==> config.mk <==
export PLATFORM = sky130hd
export DESIGN_NAME = video_insertion_control_regs
export DESIGN_NICKNAME = d
export VERILOG_FILES = /design/src/insertion_gate.v /design/src/video_insertion_control_regs.v
export VERILOG_INCLUDE_DIRS = /design/src
export SDC_FILE = /design/constraint.sdc
export NUM_CORES = 1
export LEC_CHECK = 0
export BUFFER_PORTS_ARGS = -buffer_cell sky130_fd_sc_hd__buf_2
export CORE_ASPECT_RATIO = 2
export CORE_MARGIN = 10
export CORE_UTILIZATION = 30
export CTS_CLUSTER_DIAMETER = 150
export DETAILED_ROUTE_END_ITERATION = 7
export HOLD_SLACK_MARGIN = 0.1
export SYNTH_ARGS = -nofsm -noshare
export SYNTH_HDL_FRONTEND = slang
export SYNTH_SLANG_ARGS = --single-unit
==> constraint.sdc <==
create_clock -name clock -period 1.7 [get_ports clock]
set_input_delay 0.085 -clock clock [delete_from_list [all_inputs] [get_ports clock]]
set_output_delay 0.085 -clock clock [all_outputs]
set_load 0.02 [all_outputs]
==> src/video_insertion_regs.vh <==
// Register offsets, field positions and reset values for the insertion control bank
`ifndef VIDEO_INSERTION_REGS_VH
`define VIDEO_INSERTION_REGS_VH
`define ADDR_W 12
`define DATA_W 16
`define ADDR_FEATURE_DISABLES 12'h000
`define ADDR_RESERVED_ONE 12'h001
`define ADDR_EDH_FLAGS 12'h002
`define ADDR_FORMAT_A 12'h00a
`define ADDR_FORMAT_B 12'h00b
`define ADDR_LINE_FIELD_ONE 12'h01b
`define ADDR_LINE_FIELD_TWO 12'h01c
`define BIT_PAYLOAD_DIS 6
`define BIT_BADCODE_DIS 5
`define BIT_ERRPKT_DIS 4
`define BIT_ANCSUM_DIS 3
`define BIT_LINECRC_DIS 2
`define BIT_LINENUM_DIS 1
`define BIT_TIMREF_DIS 0
`define DISABLE_MASK 16'h007f
`define EDH_ERROR_FLAGS_MASK 16'hffff
`define LINE_MASK 16'h07ff
`define LINE_W 11
`define ANC_FLAG_HI 14
`define ANC_FLAG_LO 10
`define FF_FLAG_HI 9
`define FF_FLAG_LO 5
`define AP_FLAG_HI 4
`define AP_FLAG_LO 0
`define RESET_WORD 16'h0000
`define LINE_RESET 11'h000
`define FLAG_W 5
`define FLAG_RESET 5'h00
`define BIT_RESET 1'b0
`endif

==> src/insertion_gate.v <==
// Combines disable bits, video mode and format registers into feature enables
`include "video_insertion_regs.vh"
module insertion_gate (
	input wire [`DATA_W-1:0] disables, // Feature disable word
	input wire [`DATA_W-1:0] formatA, // Payload bytes 1 and 2
	input wire [`DATA_W-1:0] formatB, // Payload bytes 3 and 4
	input wire hdMode, // High for HD, low for SD
	output wire payloadLumaEn, // Payload packet into luma
	output wire badCodeFixEn, // Illegal code correction
	output wire errorPacketEn, // Error packet generation
	output wire ancChecksumEn, // Ancillary checksum insertion
	output wire lineCrcEn, // Line CRC into luma and chroma
	output wire lineNumberEn, // Line number into luma and chroma
	output wire timingRefEn // Timing reference insertion
);
	// RULE1 HD luma gating
	wire formatNonZero = (|formatA) | (|formatB);
	// RULE2 payload disable
	assign payloadLumaEn = hdMode & formatNonZero & ~disables[`BIT_PAYLOAD_DIS];
	// RULE3 remap disable
	assign badCodeFixEn = ~disables[`BIT_BADCODE_DIS];
	// RULE4 SD error packets
	assign errorPacketEn = ~hdMode & ~disables[`BIT_ERRPKT_DIS];
	// RULE5 checksum disable
	assign ancChecksumEn = ~disables[`BIT_ANCSUM_DIS];
	// RULE6 HD line CRC
	assign lineCrcEn = hdMode & ~disables[`BIT_LINECRC_DIS];
	// RULE7 HD line numbers
	assign lineNumberEn = hdMode & ~disables[`BIT_LINENUM_DIS];
	// RULE8 timing reference disable
	assign timingRefEn = ~disables[`BIT_TIMREF_DIS];
endmodule

==> src/video_insertion_control_regs.v <==
// Host register bank steering the insertion and correction features
// Functional notes
// RULE1 - HD only: payload packet into luma when either format register is non-zero.
// RULE2 - Payload packet insertion is suppressed while disable bit 6 is high.
// RULE3 - Illegal code correction in active picture runs unless bit 5 is high.
// RULE4 - SD only: error packets generated and inserted unless bit 4 is high.
// RULE5 - Ancillary checksums inserted unless bit 3 is high.
// RULE6 - HD only: line CRC into luma and chroma unless bit 2 is high.
// RULE7 - HD only: line numbers into luma and chroma unless bit 1 is high.
// RULE8 - Timing reference words inserted unless bit 0 is high.
// RULE9 - SD only: ancillary flag group bits 14 to 10 go into error packets.
// RULE10 - SD only: full-field flag group bits 9 to 5 go into error packets.
// RULE11 - SD only: active-picture flag group bits 4 to 0 go into error packets.
// RULE12 - After reset all disable bits and flags read zero.
// RULE13 - Every documented bit is host readable and writable as documented.
// RULE14 - Host programs payload bytes 1,2 in format A and 3,4 in format B.
// RULE15 - Payload packet goes on the line numbers held for field 1 and field 2.
`include "video_insertion_regs.vh"
module video_insertion_control_regs (
	input wire clock, // 100 MHz system clock
	input wire rst_n, // Asynchronous reset, active low
	input wire regWrite, // One-cycle write strobe from serial control
	input wire regRead, // One-cycle read strobe from serial control
	input wire [`ADDR_W-1:0] regAddr, // Register address
	input wire [`DATA_W-1:0] regWdata, // Write data
	input wire hdMode, // High in HD mode, low in SD mode
	input wire [`LINE_W-1:0] currentLine, // Line number of current video line
	input wire fieldTwo, // High during field 2
	output reg [`DATA_W-1:0] regRdata, // Read data, valid cycle after regRead
	output reg payloadLumaEn, // Payload packet insertion in luma
	output reg payloadLineHit, // Current line is the payload line
	output reg badCodeFixEn, // Illegal code correction enable
	output reg errorPacketEn, // Error packet generation enable
	output reg ancChecksumEn, // Ancillary checksum enable
	output reg lineCrcEn, // Line CRC insertion enable
	output reg lineNumberEn, // Line number insertion enable
	output reg timingRefEn, // Timing reference insertion enable
	output reg [4:0] ancFlags, // Ancillary flags for error packet
	output reg [4:0] fieldFlags, // Full-field flags for error packet
	output reg [4:0] pictureFlags // Active-picture flags for error packet
);
	reg [`DATA_W-1:0] disables_q;
	reg [`DATA_W-1:0] edhFlags_q;
	reg [`DATA_W-1:0] formatA_q;
	reg [`DATA_W-1:0] formatB_q;
	reg [`LINE_W-1:0] lineOne_q;
	reg [`LINE_W-1:0] lineTwo_q;
	reg [`DATA_W-1:0] readData_d;
	wire payloadEn, fixEn, errEn, csumEn, crcEn, numEn, trsEn;
	wire wrDisables, wrFlags, wrFormatA, wrFormatB, wrLineOne, wrLineTwo;
	wire [`LINE_W-1:0] payloadLine;
	wire lineMatch;

	function hit;
		input [`ADDR_W-1:0] a;
		input [`ADDR_W-1:0] b;
		hit = (a == b);
	endfunction

	// Line registers read back zero-extended to a full word
	function [`DATA_W-1:0] widenLine;
		input [`LINE_W-1:0] value;
		widenLine = {{(`DATA_W-`LINE_W){1'b0}}, value};
	endfunction

	// HD packets carry no error flags, so the groups read zero there
	function [`FLAG_W-1:0] sdGroup;
		input hd;
		input [`FLAG_W-1:0] group;
		sdGroup = hd ? `FLAG_RESET : group;
	endfunction

	// One strobe per register keeps the write paths apart
	assign wrDisables = regWrite & hit(regAddr, `ADDR_FEATURE_DISABLES);
	assign wrFlags = regWrite & hit(regAddr, `ADDR_EDH_FLAGS);
	assign wrFormatA = regWrite & hit(regAddr, `ADDR_FORMAT_A);
	assign wrFormatB = regWrite & hit(regAddr, `ADDR_FORMAT_B);
	assign wrLineOne = regWrite & hit(regAddr, `ADDR_LINE_FIELD_ONE);
	assign wrLineTwo = regWrite & hit(regAddr, `ADDR_LINE_FIELD_TWO);

	// RULE12 zero after reset
	// RULE13 disable bits writable
	always @(posedge clock or negedge rst_n) begin
		if (!rst_n) begin
			disables_q <= `RESET_WORD;
		end else if (wrDisables) begin
			// Bits above 6 steer features outside this bank and stay zero
			disables_q <= regWdata & `DISABLE_MASK;
		end
	end

	// RULE12 zero after reset
	// RULE13 flag word writable
	always @(posedge clock or negedge rst_n) begin
		if (!rst_n) begin
			edhFlags_q <= `RESET_WORD;
		end else if (wrFlags) begin
			edhFlags_q <= regWdata & `EDH_ERROR_FLAGS_MASK;
		end
	end

	// RULE13 format word writable
	// RULE14 payload bytes 1 and 2
	always @(posedge clock or negedge rst_n) begin
		if (!rst_n) begin
			formatA_q <= `RESET_WORD;
		end else if (wrFormatA) begin
			formatA_q <= regWdata;
		end
	end

	// RULE13 format word writable
	// RULE14 payload bytes 3 and 4
	always @(posedge clock or negedge rst_n) begin
		if (!rst_n) begin
			formatB_q <= `RESET_WORD;
		end else if (wrFormatB) begin
			formatB_q <= regWdata;
		end
	end

	// RULE13 line word writable
	// RULE15 field 1 payload line
	always @(posedge clock or negedge rst_n) begin
		if (!rst_n) begin
			lineOne_q <= `LINE_RESET;
		end else if (wrLineOne) begin
			lineOne_q <= regWdata[`LINE_W-1:0];
		end
	end

	// RULE13 line word writable
	// RULE15 field 2 payload line
	always @(posedge clock or negedge rst_n) begin
		if (!rst_n) begin
			lineTwo_q <= `LINE_RESET;
		end else if (wrLineTwo) begin
			lineTwo_q <= regWdata[`LINE_W-1:0];
		end
	end

	// RULE13 host read path
	always @* begin
		readData_d = `RESET_WORD;
		case (regAddr)
			`ADDR_FEATURE_DISABLES: readData_d = disables_q;
			`ADDR_EDH_FLAGS: readData_d = edhFlags_q;
			`ADDR_FORMAT_A: readData_d = formatA_q;
			`ADDR_FORMAT_B: readData_d = formatB_q;
			`ADDR_LINE_FIELD_ONE: readData_d = widenLine(lineOne_q);
			`ADDR_LINE_FIELD_TWO: readData_d = widenLine(lineTwo_q);
			default: readData_d = `RESET_WORD;
		endcase
	end

	insertion_gate insertion_gate_inst (
		.disables(disables_q),
		.formatA(formatA_q),
		.formatB(formatB_q),
		.hdMode(hdMode),
		.payloadLumaEn(payloadEn),
		.badCodeFixEn(fixEn),
		.errorPacketEn(errEn),
		.ancChecksumEn(csumEn),
		.lineCrcEn(crcEn),
		.lineNumberEn(numEn),
		.timingRefEn(trsEn)
	);

	// Read word is held until the next read strobe
	// RULE13 host read capture
	always @(posedge clock or negedge rst_n) begin
		if (!rst_n) begin
			regRdata <= `RESET_WORD;
		end else if (regRead) begin
			regRdata <= readData_d;
		end
	end

	// RULE15 field line select
	assign payloadLine = fieldTwo ? lineTwo_q : lineOne_q;
	assign lineMatch = (currentLine == payloadLine);

	// Registered enables; a write shows here one edge after it lands
	always @(posedge clock or negedge rst_n) begin
		if (!rst_n) begin
			payloadLumaEn <= `BIT_RESET;
			payloadLineHit <= `BIT_RESET;
			badCodeFixEn <= `BIT_RESET;
			errorPacketEn <= `BIT_RESET;
			ancChecksumEn <= `BIT_RESET;
			lineCrcEn <= `BIT_RESET;
			lineNumberEn <= `BIT_RESET;
			timingRefEn <= `BIT_RESET;
		end else begin
			// RULE1 RULE2 payload gating
			payloadLumaEn <= payloadEn;
			// RULE15 payload line match
			payloadLineHit <= payloadEn & lineMatch;
			// RULE3 correction enable
			badCodeFixEn <= fixEn;
			// RULE4 error packet enable
			errorPacketEn <= errEn;
			// RULE5 checksum enable
			ancChecksumEn <= csumEn;
			// RULE6 line CRC enable
			lineCrcEn <= crcEn;
			// RULE7 line number enable
			lineNumberEn <= numEn;
			// RULE8 timing reference enable
			timingRefEn <= trsEn;
		end
	end

	// Flag groups for the error packet builder
	always @(posedge clock or negedge rst_n) begin
		if (!rst_n) begin
			ancFlags <= `FLAG_RESET;
			fieldFlags <= `FLAG_RESET;
			pictureFlags <= `FLAG_RESET;
		end else begin
			// RULE9 ancillary group, SD only
			ancFlags <= sdGroup(hdMode, edhFlags_q[`ANC_FLAG_HI:`ANC_FLAG_LO]);
			// RULE10 full-field group, SD only
			fieldFlags <= sdGroup(hdMode, edhFlags_q[`FF_FLAG_HI:`FF_FLAG_LO]);
			// RULE11 active-picture group, SD only
			pictureFlags <= sdGroup(hdMode, edhFlags_q[`AP_FLAG_HI:`AP_FLAG_LO]);
		end
	end
endmodule

* After elaboration in Yosys (flattened, before gate mapping) *
Cells that the tools add are included.

cells by class
  $add $sub $neg = 0
  multiply operators = 0
  divide/modulo/power cells = 0
  order comparisons = 0
  eq/ne operators = 6
  shifts and indexed selects = 0
  muxes and demuxes = 5
  bitwise logic cells = 21
  reductions and logical operators = 3

operators with widths
  operator               number
  $pmux W16 S6           1
  $reduce_or A16 Y1      2
  $eq A12 B4 Y1 const B  2
  $eq A12 B5 Y1 const B  2
  $mux W5                3
  $and A1 B1 Y1          12
  $eq A12 B2 Y1 const B  1
  $logic_not A12 Y1      1
  $eq A11 B11 Y1         1
  $mux W11               1
  $not A1 Y1             8
  $or A1 B1 Y1           1

word-level totals
  bits in registers = 116
  bits in latches = 0
  RAM bits = 0
  memory bits (read-only) = 0
  input port bits = 45
  output and inout bits = 39
  word-level logic and storage cells = 53
  memories = 0

* Depth between registers and ports, before layout *
Gate-level depths: netlist (run 1).

  depth in word-level cells = 5
  gate-level depth with buffers = 7
  gate-level depth less buffers = 4

* Cells and area by module *
A second synthesis (run 1) with hierarchy kept.

unflattened totals
  cell total of the unflattened synthesis = 390
  area, all modules = 5276.3 sq um

by module, submodules not included
  module                        times used  cells an instance  area an instance (sq um)  sequential area each (sq um)
  video_insertion_control_regs  1           372                5166.2                    2902.8
  insertion_gate                1           18                 110.1                     0.0

* Worst setup path before layout (run 1) *
OpenSTA, ideal clock, no wires.

  path type = input to register
  start = input port regAddr[9]
  end = register formatB_q[10]
  library setup time = 0.125 ns
  arrival time = 2.086 ns
  required time = 1.575 ns
  path slack = -0.511 ns
  stages = 7
  buffers on the path = 3
  cell sequence = or4_1 buf_2 or3_1 buf_6 nor3b_4 buf_8 mux2_2

between the ends
  cells in the longest elaborated chain, start to end = 2

ends and longest elaborated chain
  item                  line                                RTL
  start, declared       video_insertion_control_regs.v:24   input wire [`ADDR_W-1:0] regAddr,
  $eq A12 B4 Y1         video_insertion_control_regs.v:57   hit = (a == b);
  $and A1 B1 Y1         video_insertion_control_regs.v:77   assign wrFormatB = regWrite & hit(regAddr, `ADDR_FORMAT_B);
  end signal, assigned  video_insertion_control_regs.v:116  formatB_q <= `RESET_WORD;
  end signal, assigned  video_insertion_control_regs.v:118  formatB_q <= regWdata;
  end, declared         video_insertion_control_regs.v:45   reg [`DATA_W-1:0] formatB_q;

No other way between the ends.
A chain may end at the register's enable or synchronous reset.

* Worst setup path after layout (run 1) *
  start = input port regAddr[9]
  end = register formatB_q[12]

Same word-level chain as after synthesis.

==> results.cfg, run 1 <==
[status]
status = finished, final reports clean

[yosys]
synth_top_area_cell = dfrtp_1
syn-num-nets = 462
synth.area.top_cells = dfrtp_1 (55%), mux2_2 (18%), mux2i_1 (5.1%)
synth_warnings = 0
synthArstFlopShare_pct = 100
yosys.cell_count.top_type = dfrtp_1
ys_ff_latch = 116
ys.flop_type = dfrtp_1
synthCells = 417
ys_types = 44
synth_commonest_cells = dfrtp_1 (116), mux2_2 (82), mux2i_1 (27), inv_1 (17), nand2_1 (17)
synth-seq-area-share_pct = 55.1
synth_area_per_cell_um2 = 12.6
synth.top_cell.area_share_pct = 55.1
synth_edf_count = 0
syn_area_um2 = 5270

[cells_and_area]
syn_to_final_growth_pct = 35.3
drive_above_1_share_pct = 43.8
fin_util_pct = 41.3
layout.nets = 605

[drt]
first_pass_iters = 4
vias_per_cell = 5.06
wirelength_um = 16500
drcViolationCount = 0
vias = 3967
wire_per_inst_um = 21.0
ant_nets = 0
detail_route.iter0.violations = 169

[sta]
rsz0062_at_grt = no
min_period_ns = 1.67
fmax_mhz = 597
setup_ws_ns = 0.0258
fin_skew_ns = 0.0102
setup_violations = 0
tightest_slew_ns = 0.588
slew_headroom_pct = 60.6
finalHoldViolCount = 0
drv_slew = 0
finalCritPeriodShare_pct = 98.5

[placed_design]
place_ws_ns = -0.374
gp_congestion = 0.918
io_buffers = 83
hpwl_um = 12600

[critical_path]
critPathKind = input pin to flop
endpoint_kind = flop
crit_family = simple AND/OR/NAND/NOR gates
required_ns = 2.00
slowest_stage = or4_4
arrival_ns = 1.97
path_cells = buf_2 -> or4_4 -> or3_4 -> nor3b_4 -> clkbuf_16 -> mux2_4
cpPeakStageDelay_ns = 0.53
critPathBufInv = 2
crit_path_start_kind = input pin
critical_path.max_fanout = 8

[floorplanning]
floorplan.initialDensity_pct = 30.5
io_pins = 84
die_w_um = 114
core_area_um2 = 17300
dieArea_um2 = 23600
core.rowCount = 68
die_h_um = 207

[grt]
grt_usage_pct = 14.0
grt_pass1_vias = 4538
busiest_layer = met2
met2_usage_pct = 26.1
grt_overflow_total = 0
antenna_found_initial = 1
gr-usage-met1_pct = 12.8
grt_use_met3_pct = 3.50
grt_max_degree = 41
grt_pass1_wl_um = 25300

[hold_path]
hold_path.class = input pin to flop

[clocking]
cts-buffers-inserted = 17
clk_latency_ns = 0.42
cts_root_buf = clkbuf_16
cts.sinks = 116
clk_pin_slew_ns = 0.06
cts_tree = built
post_cts_buffers = 0
cts_buffer_depth = 2
htree_levels = 4

[power]
vdd_drop_max_uv = 594
pwr-share-clk_pct = 51.4
p_sw_uw = 1610
seqPwrFrac_pct = 42.0
p_int_uw = 5070
p_per_area_nw_per_um2 = 937
p_comb_share_pct = 6.6
swShare_pct = 24.1
leakage_uw = 0.00345

[run]
max_cap_viol_count = 0
==> area by class of cell <==
class                           count  area, um^2
Antenna cell                        1        2.50
Clock buffer                       19         453
Clock inverter                     13         123
Fill cell                        1629       10100
Inverter                           17        63.8
Multi-Input combinational cell    262        2300
Sequential cell                   116        2900
Tap cell                          210         263
Timing Repair Buffer              146        1020
==> cell usage in the layout (no fill, tap or decap), types with 11 or more instances in the layout <==
cell type and instances:
nor2b_1 16, mux2_2 72, buf_2 82, nand2_1 17
clkbuf_16 18, inv_1 17, dfrtp_1 116, dlygate4sd3_1 19
buf_4 39, mux2i_1 27, nor2_1 12, xnor2_1 11
==> worst reg2reg max path, stage by stage, from the launching register on <==
cell	delay (ns)
dfrtp_1	0.48
nor4_4	0.35
buf_4	0.15
nand4_1	0.09
o211a_1	0.29
and4_1	0.16
==> power by group through the flow <==
stage / clock (uW) / combinational (uW) / sequential [uW]
2_1_floorplan: 0 / 135 / 2870
3_3_place_gp: 0 / 406 / 2850
3_5_place_dp: 0 / 413 / 2850
4_1_cts: 3490 / 450 / 2800
5_1_grt: 3620 / 483 / 2810
6_report: 3440 / 444 / 2800
==> metal layers <==
| layer | share of wire, % | vias to the layer above |
|---|---|---|
| li1 | - | 1811 |
| met1 | 34 | 1999 |
| met2 | 57 | 108 |
| met3 | 3.6 | 49 |
| met4 | 5.6 | 0 |
| met5 | 0 | - |
==> registers in the layout, summed over array words and instances (netlist names) <==
signal and cells:
regRdata 16, lineNumberEn 1, payloadLumaEn 1, errorPacketEn 1, payloadLineHit 1, fieldFlags 5
badCodeFixEn 1, lineTwo_q 11, ancFlags 5, timingRefEn 1, lineCrcEn 1, pictureFlags 5
lineOne_q 11, edhFlags_q 16, disables_q 7, formatA_q 16, formatB_q 16, ancChecksumEn 1
==> timing repair <==
item	in CTS	in global routing
gates cloned	0	1
setup endpoints to repair	1	4
pin swaps	0	0
hold buffers	19	0
hold endpoints to repair	192	0
resized for setup	3	3
==> metrics by stage <==
step	area, um^2	hold WS [ns]	instances	total power [uW]	TNS (ns)
2_1_floorplan	5350	-0.211	417	3000	-9.99
3_3_place_gp	6300	0.0943	731	3260	-11.63
3_5_place_dp	6300	0.105	731	3260	-11.58
4_1_cts	7080	0.114	782	6740	0
5_1_grt	7130	0.116	784	6910	0
6_report	7130	0.120	784	6680	0
==> kinds of logic after synthesis <==
logic type / share of synthesized area (%)
flip-flops: 55.1
multiplexers: 22.6
AND/OR/NAND/NOR: 10.2
AO/OA/AOI/OAI: 6.98
buffers and inverters: 3.25
XOR/XNOR: 1.83
==> worst paths after layout <==
| path | startpoint | slack [ns] | endpoint | depth (start not counted) |
|---|---|---|---|---|
| setup / recovery | regAddr[9] | 0.03 | formatB_q[12]$_DFFE_PN0P_ | 6 |
| hold / removal | currentLine[2] | 0.12 | payloadLineHit$_DFF_PN0_ | 4 |
| setup reg to reg | formatA_q[0]$_DFFE_PN0P_ | 0.06 | payloadLineHit$_DFF_PN0_ | 5 |
| hold reg to reg | disables_q[3]$_DFFE_PN0P_ | 0.45 | ancChecksumEn$_DFF_PN0_ | 1 |
| max in group asynchronous | rst_n | 0.90 | lineOne_q[8]$_DFFE_PN0P_ | 3 |
| min in group asynchronous | rst_n | 0.18 | pictureFlags[3]$_DFF_PN0_ | 2 |
(Power assumes the default switching activity.)
==> run 2, diff against run 1 <==
--- a/config.mk
+++ b/config.mk
@@ -9,10 +9,12 @@
 export BUFFER_PORTS_ARGS = -buffer_cell sky130_fd_sc_hd__buf_2
 export CORE_ASPECT_RATIO = 2
 export CORE_MARGIN = 10
-export CORE_UTILIZATION = 30
+export CORE_UTILIZATION = 56
 export CTS_CLUSTER_DIAMETER = 150
 export DETAILED_ROUTE_END_ITERATION = 7
 export HOLD_SLACK_MARGIN = 0.1
+export PLACE_DENSITY = 0.79
+export SKIP_CTS_REPAIR_TIMING = 1
 export SYNTH_ARGS = -nofsm -noshare
 export SYNTH_HDL_FRONTEND = slang
 export SYNTH_SLANG_ARGS = --single-unit
==> run 2 against run 1 <==
Clock skew decreased by 0.0032 ns. Worst hold slack better by 0.0064 ns. Flip-flop and latch count unchanged. First-iteration DRC count rose by 30%. Sequential share of layout area increased by 0.75 points. Design area decreased by 1.8%. Clock-buffer cell count up 2. Critical path type unchanged.
==> results.cfg, run 2 (same netlist as run 1, synthesis figures left out) <==
[sta]
slew_headroom_pct = 61.7
fin_skew_ns = 0.00702
min_period_ns = 1.67
finalCritPeriodShare_pct = 98.3
setup_ws_ns = 0.0284
finalHoldViolCount = 0
fmax_mhz = 598
setup_violations = 0
holdWs_ns = 0.126
finalSetupTns_ns = 0
tightest_slew_ns = 0.573
drv_slew = 0

[critical_path]
endpoint_kind = flop
critical_path.max_fanout = 5
setup.reg_to_reg.worst_slack_ns = 0.08
timing.rr.start = formatA_q[0]$_DFFE_PN0P_
reg2reg_to = payloadLineHit$_DFF_PN0_
crit_path_start_kind = input pin
arrival_ns = 1.97
critPathKind = input pin to flop
reg2reg_depth = 5
required_ns = 2.00

[run]
max_cap_viol_count = 0

[clocking]
cts_root_buf = clkbuf_16
htree_levels = 4
cts_buffer_depth = 2
clk_pin_slew_ns = 0.06
cts-buffers-inserted = 17
cts.sinks = 116
clk_latency_ns = 0.41
cts_tree = built

[power]
p_per_area_nw_per_um2 = 969
total_power_uw = 6780
vdd_drop_max_uv = 908
leakage_uw = 0.00344

[drt]
first_pass_iters = 4
drcViolationCount = 0
ant_nets = 0
wirelength_um = 15100
vias = 4075
detail_route.iter0.violations = 219
vias_per_cell = 6.05
wire_per_inst_um = 22.4

[hold_path]
whs_path_depth = 4
hold_path.class = input pin to flop
worstHoldStart = currentLine[10]
hold_path_end = payloadLineHit$_DFF_PN0_

[cells_and_area]
drive_above_1_share_pct = 42.9
syn_to_final_growth_pct = 32.8
diodes = 0
layout.nets = 601
final_cell_mix = dfrtp_1 (116), buf_2 (82), mux2_2 (72)
num-fill-cells = 600
mostFrequentLayoutCell = dfrtp_1

[floorplanning]
floorplan.initialDensity_pct = 56.9
die_h_um = 157
core_area_um2 = 9260
die_w_um = 88.6
core.rowCount = 50
dieArea_um2 = 13900
io_pins = 84

[grt]
grt_pass1_vias = 4416
antenna_found_initial = 0
grt_pass1_wl_um = 23300
grt_max_degree = 41
grt_usage_pct = 22.2
grt_overflow_total = 0

[status]
status = finished, final reports clean

[placed_design]
io_buffers = 83
place_ws_ns = -0.385
gp_congestion = 0.941
hpwl_um = 10800
==> run 2: changes by cell type in the layout (fill, tap and decap cells not counted) <==
| cell | delta |
|---|---|
| diode_2 | -1 |
| buf_12 | +3 |
| clkbuf_8 | +1 |
| nor4_4 | -2 |
| buf_6 | +2 |
| clkbuf_1 | +1 |
| nor4_1 | +2 |
| inv_6 | -3 |
| buf_4 | -9 |
| bufinv_16 | +1 |
==> run 2: final cells by class <==
class	instances	area (um^2)	area share, %
Clock inverter	11	126	1.81
Sequential cell	116	2900	41.5
Multi-Input combinational cell	262	2270	32.5
Tap cell	104	130	1.86
Timing Repair Buffer	142	1030	14.8
Clock buffer	21	470	6.72
Inverter	17	63.8	0.912
==> run 2: worst max-delay path, stage by stage <==
cell	delay (ns)
buf_2	0.11
or4_4	0.54
or3_4	0.40
nor3b_4	0.20
buf_6	0.15
buf_6	0.14
mux2_2	0.33
==> run 2: how the worst max path moves through the flow <==
stage / startpoint / end / depth (start not counted)
3_5_place_dp: regAddr[9] / formatB_q[15]$_DFFE_PN0P_ / 6
2_1_floorplan: regAddr[9] / formatB_q[10]$_DFFE_PN0P_ / 7
5_1_grt: regAddr[9] / formatB_q[15]$_DFFE_PN0P_ / 7
4_1_cts: regAddr[9] / formatB_q[15]$_DFFE_PN0P_ / 6
6_report: regAddr[9] / formatB_q[15]$_DFFE_PN0P_ / 7
3_3_place_gp: regAddr[9] / formatB_q[15]$_DFFE_PN0P_ / 6
==> run 2: metal layers <==
metal	track usage (%)	routed length (um)	part of all wire, %	vias to the layer above
met4	10.1	554	3.7	0
met3	5.75	718	4.8	43
met2	41.1	8520	57	153
li1	-	-	-	1809
met1	22.1	5260	35	2070
met5	0	0	0	-
==> run 2: power breakdown <==
group | switching, uW | internal (uW)
clock network | 1260 | 2270
registers | 15.3 | 2790
logic | 257 | 186
==> run 2: through the flow <==
step	instance area, um^2	utilization, %	std cells
detailed placement	6160	66.6	620
global placement	6160	66.6	620
finish	7000	75.6	673
global route	7000	75.6	673
floorplan	5350	-	417
CTS	6760	73.0	652
==> run 3, diff against run 2 <==
--- a/config.mk
+++ b/config.mk
@@ -15,6 +15,8 @@
 export HOLD_SLACK_MARGIN = 0.1
 export PLACE_DENSITY = 0.79
 export SKIP_CTS_REPAIR_TIMING = 1
+export SLEW_MARGIN = 20
 export SYNTH_ARGS = -nofsm -noshare
 export SYNTH_HDL_FRONTEND = slang
+export SYNTH_HIERARCHICAL = 1
 export SYNTH_SLANG_ARGS = --single-unit
==> run 3 against run 2 <==
Largest power group unchanged. Die area hardly changed. Highest routed layer unchanged. Synthesized cell count is 6.7% lower. Clock skew is 0.00069 ns lower.
==> results.cfg, run 3 <==
[critical_path]
arrival_ns = 1.91
crit_path_start_kind = flop
crit_family = simple AND/OR/NAND/NOR gates
endpoint_kind = flop
critical_path.max_fanout = 3
path_cells = nor4_1 -> nand4_1 -> o211a_1 -> nand4_1 -> nor3_1
setup.reg_to_reg.worst_slack_ns = 0.08
critPathBufInv = 0
critPathKind = flop to flop
required_ns = 2.00
cpPeakStageDelay_ns = 0.42
slowest_stage = dfrtp_1
cp_common_cell = nand4_1

[cells_and_area]
multi_input_area_um2 = 2190
num-fill-cells = 610
drive_above_1_share_pct = 42.5
seq_area_um2 = 2900
final_cell_mix = dfrtp_1 (116), buf_2 (82), mux2_2 (69)
layout.nets = 575
mostFrequentLayoutCell = dfrtp_1
syn_to_final_growth_pct = 29.9
diodes = 0
final-instance-count-excl-fill = 647

[sta]
holdWs_ns = 0.154
finalSetupTns_ns = 0
drv_slew = 0
finalHoldViolCount = 0
fmax_mhz = 619
tightest_slew_ns = 0.718
rsz0062_at_grt = no
slew_headroom_pct = 51.9
finalCritPeriodShare_pct = 95.1
min_period_ns = 1.62
setup_violations = 0
fin_skew_ns = 0.00633

[power]
total_power_uw = 6540
leakage_uw = 0.00343
vdd_drop_max_uv = 851
p_per_area_nw_per_um2 = 955

[floorplanning]
die_h_um = 157
core_area_um2 = 9260
die_w_um = 88.6
core.rowCount = 50
floorplan.initialDensity_pct = 56.9
io_pins = 84
dieArea_um2 = 13900

[grt]
grt_max_degree = 56
antenna_found_initial = 0
grt_usage_pct = 20.8
grt_pass1_vias = 4025
grt_overflow_total = 0
grt_pass1_wl_um = 21300

[clocking]
clk_latency_ns = 0.41
clk_pin_slew_ns = 0.06
cts_buffer_depth = 2
cts_root_buf = clkbuf_16
cts.sinks = 116
htree_levels = 4
cts-buffers-inserted = 17
cts_tree = built

[placed_design]
io_buffers = 83
hpwl_um = 10400
placedCellCount = 585
gp_congestion = 0.890

[drt]
first_pass_iters = 8
vias = 3859
wire_per_inst_um = 22.1
ant_nets = 0
vias_per_cell = 5.96
detail_route.iter0.violations = 299
wirelength_um = 14300
drcViolationCount = 0

[yosys]
synth_area_per_cell_um2 = 13.6
syn-num-nets = 434
synthCells = 389
syn_area_um2 = 5270
synth_warnings = 6

[status]
status = finished, final reports clean

[run]
max_cap_viol_count = 0

[hold_path]
hold_path.class = input pin to flop
## run 3: cell count changes in the layout (fill, tap and decap cells not counted), sizes merged, moves of 11 or more
cell / change
o22ai: +15
xnor2: -11
nand2: -14
xor2: +11
dlygate4sd3: +11
buf: -12
## run 3: routing by layer
metal / share of wire [%] / global-route usage [%]
met2: 56 / 37.5
met1: 34 / 20.0
met4: 5.2 / 12.1
met5: 0 / 0
met3: 4.7 / 6.26
## run 3: area by class of cell
type / count / share of cell area, %
clock buffer: 20 / 6.82
clock inverter: 12 / 1.53
inverter: 21 / 1.15
multi-input combinational: 234 / 32.0
sequential: 116 / 42.4
tap: 104 / 1.90
timing repair buffer: 140 / 14.2
## run 3: final timing paths
check	from	end	cells past startpoint
worst max-delay path	formatB_q[8]$_DFFE_PN0P_	payloadLineHit$_DFF_PN0_	5
worst min-delay path	regRead	regRdata[7]$_DFFE_PN0P_	2
worst max register to register	formatB_q[8]$_DFFE_PN0P_	payloadLineHit$_DFF_PN0_	5
worst min register to register	disables_q[3]$_DFFE_PN0P_	ancChecksumEn$_DFF_PN0_	1
max in group asynchronous	rst_n	pictureFlags[1]$_DFF_PN0_	3
min in group asynchronous	rst_n	edhFlags_q[8]$_DFFE_PN0P_	3
## run 3: power breakdown
part / switching [uW] / total [uW] / internal [uW]
registers: 8.28 / 2790 / 2780
logic: 227 / 385 / 158
clock network: 1250 / 3370 / 2120
## run 3: per-stage QoR
stage | utilization (%) | setup slack, ns | instance area, um^2
after detailed placement | 64.5 | -0.0720 | 5980
final | 74.0 | 0.0839 | 6850
after global routing | 74.0 | 0.0789 | 6850
after global placement | 64.5 | -0.0384 | 5980
after CTS | 70.7 | 0.0811 | 6550
after floorplan | - | -0.00844 | 5280
